===== src/shared/slb_defs.svh =====
`ifndef SLB_DEFS_SVH
`define SLB_DEFS_SVH

`define SLB_CLK_HZ 50000000
`define SLB_BLINK_HALF_MS 250
`define SLB_BLINK_HALF_CYC ((`SLB_CLK_HZ / 1000) * `SLB_BLINK_HALF_MS)
`define SLB_TONE_MS 100
`define SLB_TONE_CYC ((`SLB_CLK_HZ / 1000) * `SLB_TONE_MS)
`define SLB_GAP_MS 100
`define SLB_GAP_CYC ((`SLB_CLK_HZ / 1000) * `SLB_GAP_MS)
`define SLB_LOC_GAP_MS 900
`define SLB_LOC_GAP_CYC ((`SLB_CLK_HZ / 1000) * `SLB_LOC_GAP_MS)
`define SLB_STRETCH_MS 20
`define SLB_STRETCH_CYC ((`SLB_CLK_HZ / 1000) * `SLB_STRETCH_MS)
`define SLB_STARTUP_TONES 2
`define SLB_SER_PORTS 4
`define SLB_ETH_PORTS 2
`define SLB_PWR_INPUTS 2

`endif


===== src/shared/slb_pkg.sv =====
package slb_pkg;
   // bicolour led drive: bit1 red, bit0 green, both = orange
   typedef logic [1:0] slb_led_t;
   typedef enum logic [5:0] {
      SLB_BP_IDLE = 6'h01,
      SLB_BP_TONE = 6'h02,
      SLB_BP_GAP = 6'h04,
      SLB_BP_LOC_TONE = 6'h08,
      SLB_BP_LOC_GAP = 6'h10,
      SLB_BP_DONE = 6'h20
   } slb_beep_t;
endpackage


===== src/hw/slb_panel.sv =====
`timescale 1ns/100ps
`include "slb_defs.svh"

// Operation
// - ready led steady red while powered and still booting with no fault.
// - ready led blinks red on address conflict, address server failure or relay alarm.
// - ready led steady green once booted with no fault.
// - ready led blinks green while a locate request is active once booted with no fault.
// - ready led dark when power absent or power error flagged.
// - ethernet link led orange on low-speed link.
// - ethernet link led green on high-speed link.
// - ethernet link led off when the port has no link.
// - serial activity led orange while receiving and not sending.
// - serial activity led green while sending.
// - serial activity led off when neither sending nor receiving.
// - fiber led steady orange when link up and idle.
// - fiber led blinks orange when link up with traffic.
// - one power led per input, lit whenever that input has supply.
// - on becoming ready, two 100 ms tones with 100 ms gap.
// - while locating, 100 ms tone then 900 ms silence, repeated.
module slb_panel #(
   parameter int unsigned BLINK_HALF_CYC = `SLB_BLINK_HALF_CYC,
   parameter int unsigned TONE_CYC = `SLB_TONE_CYC,
   parameter int unsigned GAP_CYC = `SLB_GAP_CYC,
   parameter int unsigned LOC_GAP_CYC = `SLB_LOC_GAP_CYC,
   parameter int unsigned STRETCH_CYC = `SLB_STRETCH_CYC
) (
   input wire logic clk_i,
   input wire logic sys_rst_i,
   input wire logic [`SLB_PWR_INPUTS-1:0] power_present_i,
   input wire logic power_error_i,
   input wire logic booting_i,
   input wire logic ip_conflict_i,
   input wire logic addr_server_fail_i,
   input wire logic relay_alarm_i,
   input wire logic locate_i,
   input wire logic [`SLB_ETH_PORTS-1:0] eth_link_i,
   input wire logic [`SLB_ETH_PORTS-1:0] eth_high_speed_i,
   input wire logic [`SLB_SER_PORTS-1:0] ser_rx_i,
   input wire logic [`SLB_SER_PORTS-1:0] ser_tx_i,
   input wire logic fiber_fitted_i,
   input wire logic fiber_link_i,
   input wire logic fiber_traffic_i,
   output slb_pkg::slb_led_t ready_led_o,
   output slb_pkg::slb_led_t ethernet_link_led_a_o,
   output slb_pkg::slb_led_t ethernet_link_led_b_o,
   output slb_pkg::slb_led_t [`SLB_SER_PORTS-1:0] serial_activity_led_o,
   output slb_pkg::slb_led_t fiber_link_led_o,
   output logic power_input_a_led_o,
   output logic power_input_b_led_o,
   output logic beeper_o
);
   import slb_pkg::*;

   localparam slb_led_t LED_OFF = 2'h0;
   localparam slb_led_t LED_GREEN = 2'h1;
   localparam slb_led_t LED_RED = 2'h2;
   localparam slb_led_t LED_ORANGE = 2'h3;

   // ==========================================================
   // state
   typedef struct packed {
      // blink divider
      logic [24:0] blink_cnt;
      logic blink_tick;
      logic blink_phase;
      // beeper sequencer
      slb_beep_t beep;
      logic [26:0] beep_cnt;
      logic [1:0] tones_left;
      logic was_ready;
      // registered outputs
      slb_led_t ready_led;
      slb_led_t eth_a;
      slb_led_t eth_b;
      slb_led_t [`SLB_SER_PORTS-1:0] ser_led;
      slb_led_t fiber;
      logic pwr_a;
      logic pwr_b;
      logic beeper;
   } slb_panel_state_t;

   slb_panel_state_t st, next_st;

   logic [`SLB_SER_PORTS-1:0] rx_held;
   logic [`SLB_SER_PORTS-1:0] tx_held;

   // ==========================================================
   // activity stretchers
   for (genvar p = 0; p < `SLB_SER_PORTS; p++) begin : g_ser
      slb_stretch #(
         .HOLD_CYC(STRETCH_CYC)
      ) u_rx (
         .clk_i(clk_i),
         .sys_rst_i(sys_rst_i),
         .pulse_i(ser_rx_i[p]),
         .active_o(rx_held[p])
      );
      slb_stretch #(
         .HOLD_CYC(STRETCH_CYC)
      ) u_tx (
         .clk_i(clk_i),
         .sys_rst_i(sys_rst_i),
         .pulse_i(ser_tx_i[p]),
         .active_o(tx_held[p])
      );
   end

   function automatic slb_led_t link_colour(input logic link, input logic high);
      if (!link) begin
         return LED_OFF;
      end else if (high) begin
         return LED_GREEN;
      end else begin
         return LED_ORANGE;
      end
   endfunction

   logic powered;
   logic fault;
   logic ready_now;
   assign powered = (|power_present_i) && !power_error_i;
   assign fault = ip_conflict_i || addr_server_fail_i || relay_alarm_i;
   assign ready_now = powered && !booting_i;

   logic ready_rise;
   // startup pair fires once per power-up or end of boot
   assign ready_rise = ready_now && !st.was_ready;

   // ==========================================================
   // colour decoders
   // the blink phase runs free, so a brief fault may land in the lit half or in the dark half
   function automatic slb_led_t blink_colour(input logic phase, input slb_led_t colour);
      if (phase) begin
         return colour;
      end else begin
         return LED_OFF;
      end
   endfunction

   // fault checked before locate so an alarm is never masked by a search
   function automatic slb_led_t ready_colour(
      input logic pwr,
      input logic flt,
      input logic boot,
      input logic loc,
      input logic phase
   );
      if (!pwr) begin
         return LED_OFF;
      end else if (flt) begin
         return blink_colour(phase, LED_RED);
      end else if (boot) begin
         return LED_RED;
      end else if (loc) begin
         return blink_colour(phase, LED_GREEN);
      end else begin
         return LED_GREEN;
      end
   endfunction

   // tx shown green when both directions active
   function automatic slb_led_t serial_colour(input logic tx, input logic rx);
      if (tx) begin
         return LED_GREEN;
      end else if (rx) begin
         return LED_ORANGE;
      end else begin
         return LED_OFF;
      end
   endfunction

   // a unit without the fiber option keeps this led dark whatever the inputs say
   function automatic slb_led_t fiber_colour(
      input logic fitted,
      input logic link,
      input logic traffic,
      input logic phase
   );
      if (!fitted || !link) begin
         return LED_OFF;
      end else if (traffic) begin
         return blink_colour(phase, LED_ORANGE);
      end else begin
         return LED_ORANGE;
      end
   endfunction

   // ==========================================================
   // counter helpers
   function automatic logic [26:0] load_count(input int unsigned cyc);
      return 27'(cyc - 1);
   endfunction

   function automatic logic [26:0] count_down(input logic [26:0] cnt);
      return cnt - 27'h0000001;
   endfunction

   // ==========================================================
   // next state
   always_comb begin
      next_st = st;
      // ======================================================
      // blink divider
      // one-cycle tick; the phase moves only on that tick
      next_st.blink_tick = 1'b0;
      if (st.blink_cnt == 25'(BLINK_HALF_CYC - 1)) begin
         next_st.blink_cnt = '0;
         next_st.blink_tick = 1'b1;
      end else begin
         next_st.blink_cnt = st.blink_cnt + 25'h0000001;
      end
      if (st.blink_tick) begin
         next_st.blink_phase = !st.blink_phase;
      end

      // ======================================================
      // indicator colours
      next_st.ready_led = ready_colour(powered, fault, booting_i, locate_i, st.blink_phase);

      next_st.eth_a = link_colour(eth_link_i[0], eth_high_speed_i[0]);
      next_st.eth_b = link_colour(eth_link_i[1], eth_high_speed_i[1]);

      for (int i = 0; i < `SLB_SER_PORTS; i++) begin
         next_st.ser_led[i] = serial_colour(tx_held[i], rx_held[i]);
      end

      next_st.fiber = fiber_colour(fiber_fitted_i, fiber_link_i, fiber_traffic_i, st.blink_phase);

      next_st.pwr_a = power_present_i[0];
      next_st.pwr_b = power_present_i[1];

      // ======================================================
      // beeper sequencer
      next_st.was_ready = ready_now;
      unique case (st.beep)
         SLB_BP_IDLE: begin
            next_st.beeper = 1'b0;
            if (ready_rise) begin
               next_st.beep = SLB_BP_TONE;
               next_st.beep_cnt = load_count(TONE_CYC);
               next_st.tones_left = 2'(`SLB_STARTUP_TONES - 1);
               next_st.beeper = 1'b1;
            end else if (ready_now && locate_i) begin
               next_st.beep = SLB_BP_LOC_TONE;
               next_st.beep_cnt = load_count(TONE_CYC);
               next_st.beeper = 1'b1;
            end
         end
         SLB_BP_TONE: begin
            if (st.beep_cnt != '0) begin
               next_st.beep_cnt = count_down(st.beep_cnt);
            end else if (st.tones_left != 2'h0) begin
               next_st.beep = SLB_BP_GAP;
               next_st.beep_cnt = load_count(GAP_CYC);
               next_st.beeper = 1'b0;
            end else begin
               next_st.beep = SLB_BP_DONE;
               next_st.beeper = 1'b0;
            end
         end
         SLB_BP_GAP: begin
            if (st.beep_cnt != '0) begin
               next_st.beep_cnt = count_down(st.beep_cnt);
            end else begin
               next_st.beep = SLB_BP_TONE;
               next_st.beep_cnt = load_count(TONE_CYC);
               next_st.tones_left = st.tones_left - 2'h1;
               next_st.beeper = 1'b1;
            end
         end
         // losing power or re-entering boot also ends a locate cycle
         SLB_BP_LOC_TONE: begin
            if (!locate_i || !ready_now) begin
               next_st.beep = SLB_BP_IDLE;
               next_st.beeper = 1'b0;
            end else if (st.beep_cnt != '0) begin
               next_st.beep_cnt = count_down(st.beep_cnt);
            end else begin
               next_st.beep = SLB_BP_LOC_GAP;
               next_st.beep_cnt = load_count(LOC_GAP_CYC);
               next_st.beeper = 1'b0;
            end
         end
         SLB_BP_LOC_GAP: begin
            if (!locate_i || !ready_now) begin
               next_st.beep = SLB_BP_IDLE;
            end else if (st.beep_cnt != '0) begin
               next_st.beep_cnt = count_down(st.beep_cnt);
            end else begin
               next_st.beep = SLB_BP_LOC_TONE;
               next_st.beep_cnt = load_count(TONE_CYC);
               next_st.beeper = 1'b1;
            end
         end
         SLB_BP_DONE: begin
            // lets locate start once the startup pair is over
            next_st.beep = SLB_BP_IDLE;
            next_st.beeper = 1'b0;
         end
         default: begin
            next_st.beep = SLB_BP_IDLE;
            next_st.beeper = 1'b0;
         end
      endcase
   end

   // ==========================================================
   // state register
   always_ff @(posedge clk_i or posedge sys_rst_i) begin
      if (sys_rst_i) begin
         // every output dark and silent while reset is held
         st.blink_cnt <= '0;
         st.blink_tick <= 1'b0;
         st.blink_phase <= 1'b0;
         st.beep <= SLB_BP_IDLE;
         st.beep_cnt <= '0;
         st.tones_left <= 2'h0;
         st.was_ready <= 1'b0;
         st.ready_led <= LED_OFF;
         st.eth_a <= LED_OFF;
         st.eth_b <= LED_OFF;
         st.ser_led <= '0;
         st.fiber <= LED_OFF;
         st.pwr_a <= 1'b0;
         st.pwr_b <= 1'b0;
         st.beeper <= 1'b0;
      end else begin
         st <= next_st;
      end
   end

   // ==========================================================
   // outputs, straight from the state register
   assign ready_led_o = st.ready_led;
   assign ethernet_link_led_a_o = st.eth_a;
   assign ethernet_link_led_b_o = st.eth_b;
   assign serial_activity_led_o = st.ser_led;
   assign fiber_link_led_o = st.fiber;
   assign power_input_a_led_o = st.pwr_a;
   assign power_input_b_led_o = st.pwr_b;
   assign beeper_o = st.beeper;
endmodule // slb_panel


===== src/hw/slb_stretch.sv =====
`timescale 1ns/100ps
`include "slb_defs.svh"

// holds a level high for at least a minimum time after each pulse
module slb_stretch #(
   parameter int unsigned HOLD_CYC = `SLB_STRETCH_CYC
) (
   input wire logic clk_i,
   input wire logic sys_rst_i,
   input wire logic pulse_i,
   output logic active_o
);
   typedef struct packed {
      logic [23:0] cnt;
      logic active;
   } slb_str_state_t;

   slb_str_state_t st, next_st;

   always_comb begin
      next_st = st;
      if (pulse_i) begin
         next_st.cnt = 24'(HOLD_CYC - 1);
         next_st.active = 1'b1;
      end else if (st.cnt != 24'h000000) begin
         next_st.cnt = st.cnt - 24'h000001;
      end else begin
         next_st.active = 1'b0;
      end
   end

   always_ff @(posedge clk_i or posedge sys_rst_i) begin
      if (sys_rst_i) begin
         st <= '0;
      end else begin
         st <= next_st;
      end
   end

   assign active_o = st.active;
endmodule // slb_stretch


===== config.mk =====
export PLATFORM = sky130hd
export DESIGN_NAME = slb_panel
export DESIGN_NICKNAME = d
export VERILOG_FILES = /design/src/shared/slb_pkg.sv /design/src/hw/slb_panel.sv /design/src/hw/slb_stretch.sv
export VERILOG_INCLUDE_DIRS = /design/src /design/src/shared
export SDC_FILE = /design/constraint.sdc
export NUM_CORES = 1
export LEC_CHECK = 0
export ABC_AREA = 1
export ABC_CLOCK_PERIOD_IN_PS = 10900
export BUFFER_PORTS_ARGS = -buffer_cell sky130_fd_sc_hd__buf_4
export CORE_MARGIN = 8
export CORE_UTILIZATION = 63
export CTS_CLUSTER_SIZE = 16
export DETAILED_ROUTE_END_ITERATION = 6
export PLACE_DENSITY = 0.8
export SLEW_MARGIN = 20
export SYNTH_ARGS = -nofsm -noshare
export SYNTH_HDL_FRONTEND = slang
export SYNTH_SLANG_ARGS = --single-unit
export TNS_END_PERCENT = 20

===== constraint.sdc =====
create_clock -name clk_i -period 10.9 [get_ports clk_i]
set_input_delay 2.18 -clock clk_i [delete_from_list [all_inputs] [get_ports clk_i]]
set_output_delay 2.18 -clock clk_i [all_outputs]
set_load 0.02 [all_outputs]

Word-level counts from Yosys, hierarchy flattened. Cells that the tools add are included.

Flip-flop bits (word level): 282. Latch bits: 0. Memory bits (writable): 0. Bits in read-only memories: 0. Word-level logic and storage cells: 182. Memories: 0.

Add/subtract/negate cells: 11. $mul: 0. Divide/modulo/power cells: 0. $lt $le $gt $ge: 0. Equality and inequality tests: 23. Shifts and indexed selects: 0. Muxes and demuxes: 74. Bitwise operators: 0. Reduce and logical (&&, ||, !) cells: 40.

Operators by type and width (count): 2-to-1 mux 25 bit (9); 2-to-1 mux 24 bit (8); nonzero test 24 bit (8); subtractor 24 x 1 -> 24 bit, second input constant (8); 2-to-1 mux 27 bit (6); one-hot mux 27 bit (5 select lines) (1); 2-to-1 mux 33 bit (2); 2-to-1 mux 2 bit (22); 2-to-1 mux 6 bit (7); one-hot mux 6 bit (5 select lines) (1); nonzero test 27 bit (1); subtractor 27 x 1 -> 27 bit, second input constant (1); != test 2 bit, second input constant (13); adder 25 x 1 -> 25 bit, second input constant (1); equality test 25 x 24 -> 1 bit, second input constant (1); nonzero test 2 bit (10); 2-to-1 mux 1 bit (16); != test 3 bit, second input constant (4); AND reduction 5 bit (2); zero test 1 bit (8); equality test 6 x 1 -> 1 bit, second input constant (1); equality test 6 x 2 -> 1 bit, second input constant (1); equality test 6 x 3 -> 1 bit, second input constant (1); equality test 6 x 4 -> 1 bit, second input constant (1); 9 further kinds (15).

Depth between registers and ports, before layout. Gate-level depths: netlist of run 1.

Depth in word-level cells: 7. Mapped depth: 12.

By module. Synthesis of run 1 repeated with hierarchy kept, for this count alone.

Cell total of the unflattened synthesis: 2485. Area, all modules: 17788.3 um^2.

By module, submodules not included: slb_stretch at g_ser[0].u_rx ... (times used 6, cells each 231, area each 1627.8 um^2, seq. area each 625.6 um^2); slb_panel (times used 1, cells each 635, area each 4793.3 um^2, seq. area each 2028.2 um^2); slb_stretch at g_ser[3].u_rx ... (times used 2, cells each 232, area each 1614.0 um^2, seq. area each 625.6 um^2).

Worst setup path before layout of run 1. No wires, ideal clock.

Path kind: in2reg. From: input power_present_i[1]. To: register st[39] in the netlist's numbering. Setup time: 0.117 ns. Data arrival time: 3.197 ns. Setup slack: 7.586 ns. Stages: 12. Cell sequence: nor2_1 -> nor2_1 -> nand2_1 -> inv_2 -> nand2_1 -> nand3_1 -> nand2_1 -> nor2_2 -> buf_6 -> buf_6 -> nand3_1 -> nand2_1.

RTL lines: start: declaration (RTL line slb_panel.sv:30) `` input wire logic [`SLB_PWR_INPUTS-1:0] power_present_i, ``; end signal: assignment (RTL line slb_panel.sv:329) `st <= next_st;`; end: declaration (RTL line slb_panel.sv:83) `slb_panel_state_t st, next_st;`.

==> flow_summary.toml, run 1 <==
[final_layout]
stdcell_count = 2479
design_area_mm2 = 0.0175
fillers = 1909
syn2layout_area_growth_pct = 11.5
utilization_pct = 71.7
nets = 2165
drive_above_1_share_pct = 7.80

[floorplan]
rows = 57
die-area_mm2 = 0.0302
io_pins = 44
chipHeight_um = 174
start_util_pct = 64.3
core_mm2 = 0.0244
fp.dieW_um = 174

[route]
ant_nets = 0
viasPerCell = 5.49
drt-total-wl_um = 34200
wl_per_cell_um = 13.8
vias = 13600
detail_route.drc_violations = 0
first_iter_violations = 1074
dr.pass1.iters = 5

[clocking]
cts_tree = "yes"
cts-root-buf = "clkbuf_16"
cts_sinks = 281
clk_pin_slew_ns = 0.05
htree_levels = 2
cts_resized = 0
holdBufCountCts = 0
cts_buffer_depth = 3
cts_buffers = 34
clk_latency_ns = 0.51
post_cts_buffers = 0

[run]
cap_violations = 0

[yosys]
synth_enable_flop_cells = 0
synth-xor-area-share_pct = 5.31
synthArstFlopShare_pct = 100
synth_mux_area_share_pct = 0
syn-cell-area_mm2 = 0.0157
syn_area_per_cell_um2 = 7.50
syn_inst = 2090
synth_compound_area_share_pct = 8.10
synth-simple-area-share_pct = 32.6
ys.flop_type = "dfrtp_1"
synth_top_family_by_area = "simple AND/OR/NAND/NOR gates"
synthAdderAreaFrac_pct = 0.957
ys_seq_area_share_pct = 44.8
synth_most_common_cell = "nand2_1"
synth_cell_type_count = 45
synth_nets = 2127
ys_ff_latch = 281
synthTopCellsByCount = "nand2_1, nor2_1, dfrtp_1"
synth_top_area_share_pct = 44.7
yosysTopAreaCell = "dfrtp_1"
ys_warn_count = 0
yosys-top-cells-area = "dfrtp_1, nand2_1, nor2_1"

[timing]
slew_violations = 0
fmax_ghz = 0.301
finClkSkew_ns = 0.0105
tightest_slew_ns = 0.972
fin_ws_ns = 7.58
relSlewSlack_pct = 35.0
setup_violations = 0
report.final.hold_viol_count = 0
fin_setup_tns_ns = 0
rsz0062_at_grt = "no"
period_share_pct = 30.5
whs_ns = 0.420
fin_crit_ns = 3.32

[place]
place_ws_ns = 6.09
gp_congestion = 0.921
port_buffers = 43
place_inst = 2415
place.detailed.hpwl_um = 23300
placed_area_mm2 = 0.0162

[power]
leakage_nw = 8.10
power_frac_seq_pct = 41.1
internal_power_mw = 2.05
pwr-share-clk_pct = 44.3
power.density_mw_per_mm2 = 162
p_total_mw = 2.83
peakVddDrop_v = 0.000123
p_comb_share_pct = 14.6
switching_share_pct = 27.8
switchingPower_uw = 787

[grt]
grt_use_total_pct = 22.8
grt_overflow = 0
grt_max_degree = 147
grt_first_pass_wirelength_um = 59900
grt_pass1_vias = 13400
antenna_found_initial = 1

[setup_path]
worstPathRequired_ns = 11.47
endpoint_kind = "asynchronous set/reset pin"
crit_path_max_fanout = 79
critPathKind = "input port to asynchronous set/reset pin"
cp-start-kind = "input port"
arrival_ns = 3.89

[status]
status = "completed"

[hold_path]
min_path_type = "flop to flop"
[cells by family (layout without fill, tap and decap cells)]
kind of cell,count (synthesis),in the layout
buffers and inverters,315,379
xor gates and xnor gates,95,95
other,0,1
adders and majority gates,12,12
and+or+nand+nor,1156,1156
AOI/OAI and AO/OA,231,231
DFF,281,281
[power by group through the flow]
stage	logic, mW	clock network [mW]	registers (mW)
6_report	0.415	1.26	1.16
5_1_grt	0.472	1.32	1.17
4_1_cts	0.413	1.28	1.16
3_5_place_dp	0.404	0	1.18
3_3_place_gp	0.385	0	1.18
2_1_floorplan	0.330	0	1.17
[routing by layer]
metal,global-route usage [%],wire [um],share of wire (%),up-vias
met1,28.4,15000,44,6387
met4,7.98,843,2.5,0
met5,0,0,0,-
met3,3.38,1500,4.4,74
met2,39.6,16800,49,319
li1,-,-,-,6838
[critical path, stage by stage]
cell and delay (ns):
buf_4 0.13, inv_8 0.23, buf_6 0.60, buf_4 0.69
[placed cells by master (no fill, tap or decap), drive strengths merged, types with 5 or more instances in the layout]
cell type,instances
clkbuf,48
xor2,66
o21ai,106
xnor2,29
a21oi,73
ha,12
clkinv,8
nor3b,5
or2,8
buf,47
and3,5
nand3,143
nand4,47
nor3,115
nand3b,13
nand2,399
inv,268
a31oi,12
o31ai,11
bufinv,6
nor4,14
o211ai,18
dfrtp,280
nor2,402
[final cells by class]
class	instances	area, um2	share of cell area (%)
multi-input combinational	1494	7370	42.1
sequential	281	7030	40.2
clock buffer	48	1050	5.99
inverter	270	1020	5.84
tap	324	405	2.32
timing repair buffer	47	377	2.15
clock inverter	14	229	1.31
antenna	1	2.50	0.0143
[state kept, by name (all words and copies together), names as in the netlist]
name,cells
beeper_o,1
ethernet_link_led_a_o,2
ethernet_link_led_b_o,2
fiber_link_led_o,1
g_ser.u_rx.active_o,4
g_ser.u_rx.st,96
g_ser.u_tx.active_o,4
g_ser.u_tx.st,96
power_input_a_led_o,1
power_input_b_led_o,1
ready_led_o,2
serial_activity_led_o,8
st,63
[worst paths after layout]
| check | start | endpoint | slack [ns] | depth (start not counted) |
|---|---|---|---|---|
| setup reg to reg | g_ser[2].u_tx.st[1]$_DFFE_PP0P_ | g_ser[2].u_tx.st[10]$_DFFE_PP0P_ | 8.21 | 11 |
| hold / removal | g_ser[1].u_tx.active_o$_DFFE_PP0P_ | serial_activity_led_o[3]$_DFF_PP0_ | 0.42 | 1 |
| max in group clk_i | beeper_o$_DFFE_PP0P_ | beeper_o | 7.60 | 1 |
| setup / recovery | sys_rst_i | g_ser[0].u_rx.st[8]$_DFFE_PP0P_ | 7.58 | 4 |
| min in group asynchronous | sys_rst_i | serial_activity_led_o[3]$_DFF_PP0_ | 1.65 | 2 |
| hold reg to reg | g_ser[1].u_tx.active_o$_DFFE_PP0P_ | serial_activity_led_o[3]$_DFF_PP0_ | 0.42 | 1 |
Note: power is estimated with default switching activity, not from simulation.
==> run 2, diff against run 1 <==
ABC_AREA = 0   (was 1)
ABC_CLOCK_PERIOD_IN_PS = 3130   (was 10900)
PLACE_DENSITY = 0.81   (was 0.8)
clock period = 3.13 ns   (was 10.9 ns; I/O delays follow)
==> flow_summary.toml, run 2 <==
[yosys]
ys_warn_count = 0
ys_seq_area_share_pct = 49.5
ys_ff_latch = 281
syn_area_per_cell_um2 = 9.65
synth_most_common_cell = "dfrtp_1"
ys.flop_type = "dfrtp_1"
synth_cell_type_count = 70
synthTopCellsByCount = "dfrtp_1, nor2_1, xnor2_1"
synth_nets = 1511
syn_inst = 1474
syn-cell-area_mm2 = 0.0142
yosys-top-cells-area = "dfrtp_1, xnor2_1, nor2_1"
synth_enable_flop_cells = 0
synth_top_area_share_pct = 49.3
yosysTopAreaCell = "dfrtp_1"
synthArstFlopShare_pct = 100

[clocking]
cts_buffers = 30
clk_pin_slew_ns = 0.06
post_cts_buffers = 0
holdBufCountCts = 0
htree_levels = 1
cts_tree = "yes"
cts_resized = 0
cts_buffer_depth = 3
clk_latency_ns = 0.54
cts-root-buf = "clkbuf_16"
cts_sinks = 281

[setup_path]
r2r_start = "st[31]$_DFFE_PP0P_"
arrival_ns = 3.21
cpMaxStageDelayCell = "or4_1"
max_stage_delay_ns = 0.62
ff2ff_setup_slack_ns = 0.34
cp-start-kind = "flop"
cp_cell_sequence = "or4_1 -> nand3b_1 -> nor4b_2 -> nor2_1 -> a21oi_1 -> o22ai_1"
path_buf_inv = 0
worstPathRequired_ns = 3.54
regToRegEndpoint = "st[47]$_DFFE_PP0P_"
endpoint_kind = "flop"
crit_path_max_fanout = 11
ff2ff_path_depth = 6
critPathKind = "flop to flop"
cp_top_family = "simple AND/OR/NAND/NOR gates"

[floorplan]
rows = 55
io_pins = 44
core_mm2 = 0.0224
chipHeight_um = 166
fp.dieW_um = 166
start_util_pct = 63.4
die-area_mm2 = 0.0276

[route]
vias = 10700
first_iter_violations = 788
wl_per_cell_um = 15.4
detail_route.drc_violations = 0
viasPerCell = 5.87
drt-total-wl_um = 27900
dr.pass1.iters = 4
ant_nets = 0

[grt]
grt_use_total_pct = 19.9
grt_max_degree = 116
grt_first_pass_wirelength_um = 48600
grt_pass1_vias = 10500
grt_overflow = 0
antenna_found_initial = 0

[final_layout]
top_regs = "g_ser.u_rx.st (96), g_ser.u_tx.st (96), st (63)"
final_common_cell = "dfrtp_1"
stdcell_count = 1814
antenna_cells = 0
drive_above_1_share_pct = 9.94
nets = 1546
syn2layout_area_growth_pct = 10.6
mostFrequentLayoutCells = "dfrtp_1, nor2_1, xnor2_1, nand2_1, nor3_1"

[timing]
tightest_slew_ns = 0.918
rsz0062_at_grt = "no"
relSlewSlack_pct = 37.2
setup_violations = 0
fin_setup_tns_ns = 0
slew_violations = 0
fin_crit_ns = 2.79
whs_ns = 0.0582
period_share_pct = 89.3
report.final.hold_viol_count = 0
finClkSkew_ns = 0.00687
fmax_ghz = 0.358

[power]
p_total_mw = 7.92
power.density_mw_per_mm2 = 503
peakVddDrop_v = 0.000486
leakage_nw = 6.05

[place]
place.detailed.hpwl_um = 18200
gp_congestion = 0.929
place_inst = 1762
port_buffers = 43

[hold_path]
min_path_type = "input port to asynchronous set/reset pin"

[run]
cap_violations = 0

[status]
status = "completed"
-- run 2: worst max-delay path by stage --
stage	from	end	slack [ns]	cells past startpoint
after floorplan	sys_rst_i	beeper_o$_DFFE_PP0P_	-1.22	1
after global placement	power_error_i	st[42]$_DFFE_PP0P_	0.54	8
after detailed placement	st[31]$_DFFE_PP0P_	st[47]$_DFFE_PP0P_	0.40	6
after CTS	st[31]$_DFFE_PP0P_	st[47]$_DFFE_PP0P_	0.40	6
after global routing	st[51]$_DFFE_PP0P_	st[31]$_DFFE_PP0P_	0.16	6
final	st[31]$_DFFE_PP0P_	st[47]$_DFFE_PP0P_	0.34	6
-- run 2: cell type report --
type                            count  area [um2]
Clock buffer                       44         855
Multi-Input combinational cell   1081        6700
Clock inverter                      8        67.6
Tap cell                          285         357
Timing Repair Buffer               66         533
Fill cell                        1681        6700
Inverter                           49         188
Sequential cell                   281        7030
-- run 2: routing by layer --
metal	share of wire [%]	vias up	track usage, %
li1	-	5237	-
met1	47	5220	26.7
met2	49	161	33.7
met3	2.9	38	2.76
met4	1.9	0	5.13
met5	0	-	0
-- run 2: worst reg2reg max path, cell delays in order (launching register included) --
cell	delay, ns
dfrtp_1	0.42
or4_1	0.62
nand3b_1	0.39
nor4b_2	0.60
nor2_1	0.34
a21oi_1	0.21
o22ai_1	0.09
-- run 2: power breakdown --
group / internal [mW] / switching, mW / leakage (nW) / total (mW)
Combinational: 0.254 / 0.411 / 2.30 / 0.664
Clock: 1.96 / 1.39 / 0.453 / 3.34
Sequential: 3.76 / 0.154 / 3.29 / 3.91
-- run 2: logic make-up (layout without fill, tap and decap cells) --
logic type               count (synthesis)  in the layout  synth area share [%]
flip-flops                             281            281                  49.5
multiplexers                             4              4                 0.299
AND/OR/NAND/NOR                        715            715                  27.5
adder cells (fa/ha/maj)                 12             12                  1.06
AO/OA/AOI/OAI                          184            184                  8.04
XOR/XNOR                               166            166                  10.2
buffers and inverters                  112            167                  3.45
-- run 2: through the flow --
stage	utilization [%]	setup slack (ns)	area, um2
6_report	70.1	0.335	15700
5_1_grt	70.1	0.157	15700
4_1_cts	70.1	0.397	15700
3_5_place_dp	66.0	0.400	14800
3_3_place_gp	66.0	0.540	14800
2_1_floorplan	-	-1.22	14200
